## config.mk

```make
export PLATFORM = sky130hd
export DESIGN_NAME = dchannel_monitor_tap
export DESIGN_NICKNAME = d
export VERILOG_FILES = /design/src/include/dch_tap_pkg.sv /design/src/logic/dch_byte_shifter.sv /design/src/logic/tap_slot_filter.sv /design/src/logic/dchannel_monitor_tap.sv
export SDC_FILE = /design/constraint.sdc
export NUM_CORES = 1
export LEC_CHECK = 0
export ABC_AREA = 0
export BUFFER_PORTS_ARGS = -buffer_cell sky130_fd_sc_hd__buf_2
export CAP_MARGIN = 10
export CORE_MARGIN = 5
export CORE_UTILIZATION = 45
export CTS_CLUSTER_SIZE = 10
export DETAILED_ROUTE_END_ITERATION = 10
export PLACE_DENSITY = 0.76
export SLEW_MARGIN = 30
export SYNTH_ARGS = -nofsm -noshare
export SYNTH_HDL_FRONTEND = slang
export SYNTH_SLANG_ARGS = --single-unit
```

## constraint.sdc

```tcl
create_clock -name aclk -period 7.8 [get_ports aclk]
set_clock_uncertainty 0.2 [all_clocks]
set_input_delay 1.56 -clock aclk [delete_from_list [all_inputs] [get_ports aclk]]
set_output_delay 1.56 -clock aclk [all_outputs]
set_load 0.03 [all_outputs]
```

## src/include/dch_tap_pkg.sv

```systemverilog
/*
  Constants for the D channel monitor tap: register indices, field positions,
  reset values, stream sizes and slot codes.
  Assumes a 32-bit AXI4-Lite register bus with byte addresses of 18 bits.
*/
package dch_tap_pkg;
  localparam int          ADDR_W         = 18;
  localparam int          DATA_W         = 32;
  // register indices; byte address is four times the index
  localparam logic [15:0] IDX_MONITOR    = 16'hffd1;
  localparam logic [15:0] IDX_TRANSMIT   = 16'hffd2;
  localparam logic [15:0] IDX_ROUTING    = 16'hffe0;
  localparam logic [15:0] IDX_TXBUF_LO   = 16'hffe1;
  localparam logic [15:0] IDX_TXBUF_HI   = 16'hffe2;
  localparam logic [15:0] IDX_IRQ_STATUS = 16'hffe3;
  localparam logic [15:0] IDX_IRQ_MASK   = 16'hffe4;
  localparam logic [15:0] IDX_STATUS     = 16'hffe5;
  // field positions
  localparam int          MON_SCOPE_BIT  = 0;
  localparam int          MON_DIR_BIT    = 1;
  localparam int          TX_CONT_BIT    = 0;
  localparam int          TX_LATE_BIT    = 1;
  localparam int          ROUTE_LSB      = 5;
  localparam int          ROUTE_MSB      = 6;
  localparam logic [1:0]  ROUTE_D_IO     = 2'h2;
  localparam int          IRQ_EMPTY_BIT  = 0;
  localparam int          IRQ_WORD_BIT   = 1;
  localparam int          IRQ_W          = 2;
  localparam int          ST_BYTE_LSB    = 0;
  localparam int          ST_FULL_BIT    = 3;
  localparam int          ST_WORD_BIT    = 4;
  localparam int          ST_GAP_BIT     = 5;
  localparam int          ST_ROUTE_BIT   = 6;
  // reset values
  localparam logic [1:0]  MONITOR_RST    = 2'h0;
  localparam logic [1:0]  TRANSMIT_RST   = 2'h0;
  localparam logic [7:0]  ROUTING_RST    = 8'h00;
  localparam logic [7:0]  BYTE_RST       = 8'h00;
  // stream sizes
  localparam int          BUF_BYTES      = 6;
  localparam logic [2:0]  LAST_BYTE      = 3'h5;
  localparam logic [2:0]  BYTES_DONE     = 3'h6;
  localparam logic [5:0]  PARITY_SLOT    = 6'h30;
  localparam logic [5:0]  IDLE_LAST      = 6'h2f;
  localparam logic [2:0]  BYTE_END       = 3'h7;
  // idle fill pattern, value arbitrary
  localparam logic [47:0] IDLE_PATTERN   = 48'haaaa_aaaa_aaaa;
  // bus responses
  localparam logic [1:0]  RESP_OKAY      = 2'h0;
  localparam logic [1:0]  RESP_SLVERR    = 2'h2;
  // bit class of the current radio bit, as told by the formatter
  typedef enum logic [1:0] {
    SLOT_PREAMBLE = 2'h0,
    SLOT_SYN      = 2'h1,
    SLOT_B        = 2'h2,
    SLOT_D        = 2'h3
  } slot_e;
endpackage : dch_tap_pkg

```

## src/logic/dch_byte_shifter.sv

```systemverilog
/*
  Byte-wide serializer for D channel code words, msb first, with a running
  parity over every bit shifted out.
  Assumes load and shift are single-cycle strobes from the owner.
*/
`timescale 1ns/1ps
module dch_byte_shifter (
  input  wire logic       aclk,
  input  wire logic       aresetn,
  input  wire logic       load,
  input  wire logic       first,
  input  wire logic [7:0] load_byte,
  input  wire logic       shift,
  output logic            bit_out,
  output logic            parity
);
  import dch_tap_pkg::*;

  logic [7:0] shreg_r;
  logic       par_r;

  always_ff @(posedge aclk) begin
    if (!aresetn) begin
      shreg_r <= BYTE_RST;
    end else if (load) begin
      shreg_r <= load_byte;
    end else if (shift) begin
      shreg_r <= {shreg_r[6:0], 1'b0};
    end
  end

  // a shift in the load cycle still counts the outgoing bit
  always_ff @(posedge aclk) begin
    if (!aresetn) begin
      par_r <= 1'b0;
    end else if (first) begin
      par_r <= 1'b0;
    end else if (shift) begin
      par_r <= par_r ^ shreg_r[7];
    end
  end

  assign bit_out = shreg_r[7];
  assign parity  = par_r;
endmodule : dch_byte_shifter

```

## src/logic/tap_slot_filter.sv

```systemverilog
/*
  Decides whether the current radio bit belongs on the tap pins.
  Assumes the slot class is valid whenever bit_tick is high.
*/
`timescale 1ns/1ps
module tap_slot_filter (
  input  wire dch_tap_pkg::slot_e slot,
  input  wire logic               wide_scope,
  output logic                    qualify
);
  import dch_tap_pkg::*;

  always_comb begin
    unique case (slot)
      SLOT_D:        qualify = 1'b1;
      SLOT_B:        qualify = wide_scope;
      SLOT_SYN:      qualify = wide_scope;
      SLOT_PREAMBLE: qualify = 1'b0;
    endcase
  end
endmodule : tap_slot_filter

```

## src/logic/dchannel_monitor_tap.sv

```systemverilog
/*
  D channel test and monitor tap with the D channel transmit serializer
  and its AXI4-Lite register file.
  Assumes the formatter gives one bit_tick per radio bit with the slot class,
  its own SYN/B bits, the received bit and a word_start strobe.
*/
// Chosen here: register access over AXI4-Lite.
`timescale 1ns/1ps
module dchannel_monitor_tap (
  input  wire logic                       aclk,
  input  wire logic                       aresetn,
  input  wire logic [dch_tap_pkg::ADDR_W-1:0] s_axi_awaddr,
  input  wire logic                       s_axi_awvalid,
  output logic                            s_axi_awready,
  input  wire logic [31:0]                s_axi_wdata,
  input  wire logic [3:0]                 s_axi_wstrb,
  input  wire logic                       s_axi_wvalid,
  output logic                            s_axi_wready,
  output logic [1:0]                      s_axi_bresp,
  output logic                            s_axi_bvalid,
  input  wire logic                       s_axi_bready,
  input  wire logic [dch_tap_pkg::ADDR_W-1:0] s_axi_araddr,
  input  wire logic                       s_axi_arvalid,
  output logic                            s_axi_arready,
  output logic [31:0]                     s_axi_rdata,
  output logic [1:0]                      s_axi_rresp,
  output logic                            s_axi_rvalid,
  input  wire logic                       s_axi_rready,
  input  wire logic                       bit_tick,
  input  wire dch_tap_pkg::slot_e         slot_type,
  input  wire logic                       word_start,
  input  wire logic                       tx_mux2,
  input  wire logic                       fmt_tx_bit,
  input  wire logic                       radio_rx_bit,
  output logic                            radio_tx_bit,
  input  wire logic                       tx_tap_pin_i,
  output logic                            tx_tap_pin_o,
  output logic                            tx_tap_pin_oe_n,
  output logic                            rx_tap_pin_o,
  output logic                            rx_tap_pin_oe_n,
  output logic                            irq
);
  import dch_tap_pkg::*;

  typedef enum logic [1:0] {ST_IDLE, ST_WORD, ST_GAP} tx_state_e;

  // bus side
  logic                 awready_r;
  logic                 wready_r;
  logic                 bvalid_r;
  logic [1:0]           bresp_r;
  logic                 arready_r;
  logic                 rvalid_r;
  logic [31:0]          rdata_r;
  logic [1:0]           rresp_r;
  logic [15:0]          aw_idx_r;
  logic [31:0]          wdata_r;
  logic [3:0]           wstrb_r;
  logic                 wr_do;
  logic [15:0]          ar_idx;
  logic [31:0]          rd_mux;
  // registers
  logic [1:0]           monitor_r;
  logic [1:0]           transmit_r;
  logic [7:0]           routing_r;
  logic [7:0]           tx_buf_r [BUF_BYTES];
  logic                 buf_full_r;
  logic [IRQ_W-1:0]     irq_status_r;
  logic [IRQ_W-1:0]     irq_mask_r;
  logic [IRQ_W-1:0]     irq_set;
  logic [IRQ_W-1:0]     irq_clr;
  logic [IRQ_W-1:0]     irq_status_nxt;
  // transmit path
  tx_state_e            state_r;
  logic [2:0]           byte_idx_r;
  logic [5:0]           bit_cnt_r;
  logic [5:0]           gap_cnt_r;
  logic [5:0]           idle_idx_r;
  logic                 d_tick;
  logic                 word_tick;
  logic                 start_word;
  logic                 load_next;
  logic                 sh_load;
  logic                 sh_shift;
  logic [7:0]           sh_byte;
  logic                 sh_bit;
  logic                 sh_parity;
  logic                 last_byte_ev;
  logic                 parity_done;
  logic                 empty_ev;
  logic                 d_bit;
  logic                 idle_bit;
  // tap path
  logic                 route_on;
  logic                 scope_wide;
  logic                 tap_in_mode;
  logic                 qualify;
  logic                 inject;
  logic                 own_tx_bit;
  logic                 sent_bit;
  logic                 radio_tx_r;
  logic                 tx_tap_o_r;
  logic                 tx_tap_oe_n_r;
  logic                 rx_tap_o_r;
  logic                 rx_tap_oe_n_r;
  logic                 irq_r;

  function automatic logic idx_mapped(input logic [15:0] idx);
    idx_mapped = (idx == IDX_MONITOR)    || (idx == IDX_TRANSMIT) ||
                 (idx == IDX_ROUTING)    || (idx == IDX_TXBUF_LO) ||
                 (idx == IDX_TXBUF_HI)   || (idx == IDX_IRQ_STATUS) ||
                 (idx == IDX_IRQ_MASK)   || (idx == IDX_STATUS);
  endfunction : idx_mapped

  // write channel: address and data taken in either order
  always_ff @(posedge aclk) begin
    if (!aresetn) begin
      awready_r <= 1'b1;
      aw_idx_r  <= '0;
    end else if (s_axi_awvalid && awready_r) begin
      awready_r <= 1'b0;
      aw_idx_r  <= s_axi_awaddr[ADDR_W-1:2];
    end else if (wr_do) begin
      awready_r <= 1'b1;
    end
  end

  always_ff @(posedge aclk) begin
    if (!aresetn) begin
      wready_r <= 1'b1;
      wdata_r  <= '0;
      wstrb_r  <= '0;
    end else if (s_axi_wvalid && wready_r) begin
      wready_r <= 1'b0;
      wdata_r  <= s_axi_wdata;
      wstrb_r  <= s_axi_wstrb;
    end else if (wr_do) begin
      wready_r <= 1'b1;
    end
  end

  assign wr_do = !awready_r && !wready_r && !bvalid_r;

  always_ff @(posedge aclk) begin
    if (!aresetn) begin
      bvalid_r <= 1'b0;
      bresp_r  <= RESP_OKAY;
    end else if (wr_do) begin
      bvalid_r <= 1'b1;
      bresp_r  <= idx_mapped(aw_idx_r) ? RESP_OKAY : RESP_SLVERR;
    end else if (s_axi_bready) begin
      bvalid_r <= 1'b0;
    end
  end

  // read channel: one beat, answered the cycle after the address
  assign ar_idx = s_axi_araddr[ADDR_W-1:2];

  always_comb begin
    rd_mux = '0;
    unique case (ar_idx)
      IDX_MONITOR:    rd_mux[1:0] = monitor_r;
      IDX_TRANSMIT:   rd_mux[1:0] = transmit_r;
      IDX_ROUTING:    rd_mux[7:0] = routing_r;
      IDX_TXBUF_LO:   rd_mux = {tx_buf_r[3], tx_buf_r[2], tx_buf_r[1], tx_buf_r[0]};
      IDX_TXBUF_HI:   rd_mux[15:0] = {tx_buf_r[5], tx_buf_r[4]};
      IDX_IRQ_STATUS: rd_mux[IRQ_W-1:0] = irq_status_r;
      IDX_IRQ_MASK:   rd_mux[IRQ_W-1:0] = irq_mask_r;
      IDX_STATUS: begin
        rd_mux[ST_BYTE_LSB +: 3] = byte_idx_r;
        rd_mux[ST_FULL_BIT]      = buf_full_r;
        rd_mux[ST_WORD_BIT]      = (state_r == ST_WORD);
        rd_mux[ST_GAP_BIT]       = (state_r == ST_GAP);
        rd_mux[ST_ROUTE_BIT]     = route_on;
      end
      default:        rd_mux = '0;
    endcase
  end

  always_ff @(posedge aclk) begin
    if (!aresetn) begin
      arready_r <= 1'b1;
      rvalid_r  <= 1'b0;
      rdata_r   <= '0;
      rresp_r   <= RESP_OKAY;
    end else if (s_axi_arvalid && arready_r) begin
      arready_r <= 1'b0;
      rvalid_r  <= 1'b1;
      rdata_r   <= rd_mux;
      rresp_r   <= idx_mapped(ar_idx) ? RESP_OKAY : RESP_SLVERR;
    end else if (rvalid_r && s_axi_rready) begin
      arready_r <= 1'b1;
      rvalid_r  <= 1'b0;
    end
  end

  // configuration registers, byte lane 0
  always_ff @(posedge aclk) begin
    if (!aresetn) begin
      monitor_r  <= MONITOR_RST;
      transmit_r <= TRANSMIT_RST;
      routing_r  <= ROUTING_RST;
      irq_mask_r <= '0;
    end else if (wr_do && wstrb_r[0]) begin
      if (aw_idx_r == IDX_MONITOR) begin
        monitor_r <= wdata_r[1:0];
      end
      if (aw_idx_r == IDX_TRANSMIT) begin
        transmit_r <= wdata_r[1:0];
      end
      if (aw_idx_r == IDX_ROUTING) begin
        routing_r <= wdata_r[7:0];
      end
      if (aw_idx_r == IDX_IRQ_MASK) begin
        irq_mask_r <= wdata_r[IRQ_W-1:0];
      end
    end
  end

  // six-byte transmit buffer, bytes 0..3 in the low word, 4..5 in the high
  for (genvar i = 0; i < BUF_BYTES; i++) begin : g_buf
    localparam logic [15:0] WORD_IDX = (i < 4) ? IDX_TXBUF_LO : IDX_TXBUF_HI;
    localparam int          LANE     = i % 4;
    always_ff @(posedge aclk) begin
      if (!aresetn) begin
        tx_buf_r[i] <= BYTE_RST;
      end else if (wr_do && (aw_idx_r == WORD_IDX) && wstrb_r[LANE]) begin
        tx_buf_r[i] <= wdata_r[LANE*8 +: 8];
      end
    end
  end

  // writing the high word marks the buffer loaded; a load beats the drain
  always_ff @(posedge aclk) begin
    if (!aresetn) begin
      buf_full_r <= 1'b0;
    end else if (wr_do && (aw_idx_r == IDX_TXBUF_HI)) begin
      buf_full_r <= 1'b1;
    end else if (empty_ev) begin
      buf_full_r <= 1'b0;
    end
  end

  // transmit sequencing
  assign d_tick    = bit_tick && (slot_type == SLOT_D);
  assign word_tick = d_tick && (state_r == ST_WORD);
  assign parity_done = word_tick && (bit_cnt_r == PARITY_SLOT);
  assign load_next = word_tick && (bit_cnt_r != PARITY_SLOT) &&
                     (bit_cnt_r[2:0] == BYTE_END) && (byte_idx_r != BYTES_DONE);
  // continuous words restart back to back, or after the idle gap in mux 2
  assign start_word = ((state_r == ST_IDLE) && buf_full_r && word_start) ||
                      (parity_done && transmit_r[TX_CONT_BIT] && !tx_mux2) ||
                      ((state_r == ST_GAP) && d_tick && (gap_cnt_r == IDLE_LAST));
  assign sh_load  = start_word || load_next;
  assign sh_byte  = start_word ? tx_buf_r[0] : tx_buf_r[byte_idx_r];
  assign sh_shift = word_tick && (bit_cnt_r != PARITY_SLOT);
  assign last_byte_ev = load_next && (byte_idx_r == LAST_BYTE);
  assign empty_ev = !transmit_r[TX_CONT_BIT] &&
                    (transmit_r[TX_LATE_BIT] ? parity_done : last_byte_ev);

  always_ff @(posedge aclk) begin
    if (!aresetn) begin
      state_r <= ST_IDLE;
    end else if (start_word) begin
      state_r <= ST_WORD;
    end else if (parity_done) begin
      state_r <= (transmit_r[TX_CONT_BIT] && tx_mux2) ? ST_GAP : ST_IDLE;
    end
  end

  always_ff @(posedge aclk) begin
    if (!aresetn) begin
      byte_idx_r <= '0;
      bit_cnt_r  <= '0;
    end else if (start_word) begin
      byte_idx_r <= 3'h1;
      bit_cnt_r  <= '0;
    end else if (word_tick) begin
      bit_cnt_r <= bit_cnt_r + 6'h01;
      if (load_next) begin
        byte_idx_r <= byte_idx_r + 3'h1;
      end
    end
  end

  always_ff @(posedge aclk) begin
    if (!aresetn) begin
      gap_cnt_r <= '0;
    end else if (parity_done) begin
      gap_cnt_r <= '0;
    end else if ((state_r == ST_GAP) && d_tick) begin
      gap_cnt_r <= gap_cnt_r + 6'h01;
    end
  end

  // idle fill walks the pattern on every D bit outside a code word
  always_ff @(posedge aclk) begin
    if (!aresetn) begin
      idle_idx_r <= '0;
    end else if (start_word || parity_done) begin
      idle_idx_r <= '0;
    end else if (d_tick && (state_r != ST_WORD)) begin
      idle_idx_r <= (idle_idx_r == IDLE_LAST) ? 6'h00 : idle_idx_r + 6'h01;
    end
  end

  assign idle_bit = IDLE_PATTERN[IDLE_LAST - idle_idx_r];
  assign d_bit = (state_r != ST_WORD) ? idle_bit :
                 (bit_cnt_r == PARITY_SLOT) ? sh_parity : sh_bit;

  dch_byte_shifter u_shifter (
    .aclk      (aclk),
    .aresetn   (aresetn),
    .load      (sh_load),
    .first     (start_word),
    .load_byte (sh_byte),
    .shift     (sh_shift),
    .bit_out   (sh_bit),
    .parity    (sh_parity)
  );

  // tap routing
  assign route_on    = (routing_r[ROUTE_MSB:ROUTE_LSB] == ROUTE_D_IO);
  assign scope_wide  = monitor_r[MON_SCOPE_BIT];
  assign tap_in_mode = route_on && monitor_r[MON_DIR_BIT];

  tap_slot_filter u_filter (
    .slot       (slot_type),
    .wide_scope (scope_wide),
    .qualify    (qualify)
  );

  assign own_tx_bit = (slot_type == SLOT_D) ? d_bit : fmt_tx_bit;
  assign inject     = tap_in_mode && qualify;
  assign sent_bit   = inject ? tx_tap_pin_i : own_tx_bit;

  always_ff @(posedge aclk) begin
    if (!aresetn) begin
      radio_tx_r <= 1'b0;
    end else if (bit_tick) begin
      radio_tx_r <= sent_bit;
    end
  end

  // tap outputs follow the radio bit; out-of-scope bits read as zero
  always_ff @(posedge aclk) begin
    if (!aresetn) begin
      tx_tap_o_r <= 1'b0;
      rx_tap_o_r <= 1'b0;
    end else if (!route_on) begin
      tx_tap_o_r <= 1'b0;
      rx_tap_o_r <= 1'b0;
    end else if (bit_tick) begin
      tx_tap_o_r <= qualify && !tap_in_mode && sent_bit;
      rx_tap_o_r <= qualify && radio_rx_bit;
    end
  end

  always_ff @(posedge aclk) begin
    if (!aresetn) begin
      tx_tap_oe_n_r <= 1'b1;
      rx_tap_oe_n_r <= 1'b1;
    end else begin
      tx_tap_oe_n_r <= !(route_on && !monitor_r[MON_DIR_BIT]);
      rx_tap_oe_n_r <= !route_on;
    end
  end

  // sticky events, write one to clear; a new event wins over the clear
  assign irq_set[IRQ_EMPTY_BIT] = empty_ev;
  assign irq_set[IRQ_WORD_BIT]  = parity_done;
  assign irq_clr = (wr_do && (aw_idx_r == IDX_IRQ_STATUS) && wstrb_r[0]) ?
                   wdata_r[IRQ_W-1:0] : '0;
  assign irq_status_nxt = (irq_status_r & ~irq_clr) | irq_set;

  always_ff @(posedge aclk) begin
    if (!aresetn) begin
      irq_status_r <= '0;
      irq_r        <= 1'b0;
    end else begin
      irq_status_r <= irq_status_nxt;
      irq_r        <= |(irq_status_r & irq_mask_r);
    end
  end

  assign s_axi_awready   = awready_r;
  assign s_axi_wready    = wready_r;
  assign s_axi_bvalid    = bvalid_r;
  assign s_axi_bresp     = bresp_r;
  assign s_axi_arready   = arready_r;
  assign s_axi_rvalid    = rvalid_r;
  assign s_axi_rdata     = rdata_r;
  assign s_axi_rresp     = rresp_r;
  assign radio_tx_bit    = radio_tx_r;
  assign tx_tap_pin_o    = tx_tap_o_r;
  assign tx_tap_pin_oe_n = tx_tap_oe_n_r;
  assign rx_tap_pin_o    = rx_tap_o_r;
  assign rx_tap_pin_oe_n = rx_tap_oe_n_r;
  assign irq             = irq_r;
endmodule : dchannel_monitor_tap

```

==> metrics.md <==
| Metric | Value |
|---|---|
| Post-CTS Setup Bufs | 0 |
| Fill count | approximately 1700 |
| Crit share post-route | 0.467 |
| # DRC | 0 |
| Total grt overflow | 0 |
| Die Wd | 148 um |
| Tightest Pin Transition | 0.892 ns |
| IO Count | between 100 and 150 |
| Syn. warnings | 0 |
| Antenna violations before repair | 1 |
| Clk slew on worst S/H paths | about 0.07 ns |
| Commonest non-fill, non-tap cell in the layout | nand2_1 |
| Asr flop ratio synth | 0 |
| CP Max Fanout | 71 |
| Maxcap violations | 0 |
| Post-synth EDFFs | 48 |
| Worst setup path category | in -> reg |
| Share of cells above drive strength 1 | 0.176 |
| Hold depth | 2 |
| Worst hold margin | about 0.25 ns |
| Max Clk Rate | about 270 MHz |
| Cell count after synthesis | 942 |
| Initial DRC count | 541 |
| Startpoint types | input port |
| Die area | 22000 um^2 |
| Critical Path AT | around 3.7 ns |
| First-pass GRT wire length | 34300 um |
| Synth Cell Area | between 8000 and 9000 um^2 |
| Flops & latches, synth | between 150 and 200 |
| R2R depth | 7 |
| Pleak | around 3.8 nW |
| Vias in the first global route | 6808 |
| Area Overhead vs Synth | 16.0% |
| Starting Density | 0.458 |
| Ant diodes | 0 |
| Antenna Violating Nets Remaining | 0 |
| Multi-input gate area | about 4000 um^2 |
| Tot Pwr | between 0.002 and 0.0025 W |
| Setup TNS Final | 0 ns |
| Mux contribution to synthesized area | 0.0436 |
| Htree depth | 4 |
| Average size of a mapped cell | 9.13 um^2 |
| XOR/XNOR share of the synthesized area | 0.0143 |
| Sequential Area | roughly 4400 um^2 |
| Cts repair resizes | 0 |
| Final setup fails | 0 |
| Global placement routability congestion | about 0.91 |
| Simple-gate share of the synthesized area | 0.245 |
| # port buffers | approximately 130 |
| RSZ-0062 raised after global routing | false |
| Fin crit period | ~3.6 ns |
| CTS max path bufs | 2 |
| Worst endpoint required time | about 8 ns |
| HP Class | reg -> reg |
| Outcome | complete, no violations |
| CP endpoint kind | flip-flop |
| Die H | approximately 150 um |
| Clock Latency Late Sink | between 0.4 and 0.5 ns |
| Routed wire length | about 21000 um |
| Post-synthesis adder-cell area fraction | 0.0145 |
| Final Net Count | between 1000 and 1500 |
| Most frequent cells in the layout | nand2_1 (179), dfxtp_1 (145), buf_2 (127) |
| DR vias | 7061 |
| Routed length on met1 | ~9500 um |
| Top FF cell, synth | dfxtp_1 |
| DR pass1 iterations | 5 |
| Avg WL per Cell | between 15 and 20 um |
| Post-synth cell types | 66 |
| Highest routed layer | met5 |
| Slew Limit Headroom | 0.404 |
| Largest family of logic cells by synthesized area | simple AND/OR/NAND/NOR gates |
| Post-synthesis sequential area ratio | 0.507 |
| CTS buffer count | 17 |
| CTS root buf | clkbuf_16 |
| Via density per instance | 5.49 |
| Synth Area in Compound Gates | 0.140 |
| CTS tree | built |
| Hold Violations, Final | 0 |
| Post-route setup slack | ~4.2 ns |
| Clock sinks | approximately 190 |
| Slew Viols, Final | 0 |
| Met2 WL | 9670 um |
| Pre-CTS setup slack | 3.74 ns |
| # rows | 50 |
| Worst vdd ir | approximately 140 uV |
| Gr usage total | 0.193 |
| DP HPWL | roughly 15000 um |
| Met3 WL | between 1000 and 1500 um |
| CTS Hold Buffers Added | 0 |
| Core area | ~19000 um^2 |
| Power Density | 212 nW/um^2 |
| Largest net degree at the start of global routing | between 70 and 80 |
-- through the flow --
stage	cells	util	cell area [um^2]
finish	1286	0.532	9980
global route	1286	0.532	9980
CTS	1286	0.531	9970
detailed placement	1254	0.499	9360
global placement	1254	0.498	9350
floorplan	943	-	8610
-- flip-flops by register name, summed over array words and instances, names as in the netlist, 2 cells and up --
signal / cells
wstrb_r: 4
irq_status_r: 2
s_axi_rdata: 32
monitor_r: 2
aw_idx_r: 16
tx_buf_r: 48
u_shifter.shreg_r: 8
bit_cnt_r: 6
idle_idx_r: 6
routing_r: 8
transmit_r: 2
irq_mask_r: 2
wdata_r: 32
gap_cnt_r: 6
byte_idx_r: 3
state_r: 2
-- Yosys cell counts, drive strengths merged (2+ instances only) --
cell type / n / area share
o211ai: 2 / 0.0017
and2: 52 / 0.038
clkbuf: 34 / 0.015
nand4: 12 / 0.0087
nand3b: 8 / 0.0070
xnor2: 6 / 0.0061
and4b: 4 / 0.0047
buf: 21 / 0.012
a22o: 12 / 0.012
nand4b: 8 / 0.0089
nor2b: 5 / 0.0036
inv: 18 / 0.0079
ha: 10 / 0.015
mux2: 2 / 0.0026
mux2i: 33 / 0.038
nor3: 15 / 0.0087
o32ai: 2 / 0.0020
o21ai: 19 / 0.011
o221ai: 3 / 0.0031
and3: 7 / 0.0057
nand3: 40 / 0.023
nand2b: 11 / 0.0080
or3: 3 / 0.0022
xor2: 8 / 0.0081
nor4: 7 / 0.0086
and4: 2 / 0.0020
and3b: 2 / 0.0020
a221oi: 11 / 0.011
dfxtp: 146 / 0.34
a31oi: 6 / 0.0044
nor3b: 2 / 0.0017
a21oi: 101 / 0.059
a211oi: 4 / 0.0035
o311ai: 3 / 0.0031
edfxtp: 48 / 0.17
a311oi: 2 / 0.0028
nand2: 181 / 0.079
a22oi: 18 / 0.016
nor2: 54 / 0.024
nand4bb: 3 / 0.0039
-- worst paths after layout --
path         slack (ns)              end       startpoint
max                4.16   tx_buf_r[0][3]          aresetn
max reg2reg        4.94       buf_full_r    byte_idx_r[0]
min reg2reg        0.25  s_axi_rdata[19]  s_axi_rdata[19]
min                0.25  s_axi_rdata[19]  s_axi_rdata[19]
-- kinds of logic (layout without fill, tap and decap cells) --
kind of cell	after synthesis	count (layout)
compound gates	193	193
xor+xnor	14	14
fa+ha+maj	10	10
buf+inv	73	182
flops	194	194
mux	36	36
other cells	1	2
simple gates	421	421
-- power breakdown --
part	internal, W	total [W]	switching [W]
Clock	0.000478	0.000888	0.000411
Combinational	0.0000481	0.000140	0.0000921
Sequential	0.00106	0.00109	0.0000286
-- final cells by class --
cell class / instances / share of cell area
Timing Repair Buffer: 132 / 0.0675
Clock buffer: 19 / 0.0454
Sequential cell: 194 / 0.438
Tap cell: 234 / 0.0293
Inverter: 18 / 0.00677
Clock inverter: 13 / 0.0159
Multi-Input combinational cell: 676 / 0.398
-- per-layer routing --
metal | GRT usage | vias up
li1 | - | 3528
met1 | 0.260 | 3237
met2 | 0.307 | 248
met3 | 0.0360 | 46
met4 | 0.0794 | 2
met5 | 0 | -
-- critical path, stage by stage --
cell    delay, ns
buf_2        0.08
buf_4        0.44
inv_2        0.28
buf_4        0.43
nor3_1       0.67
and2_1       0.23
Note: power is estimated with default switching activity, not from simulation.
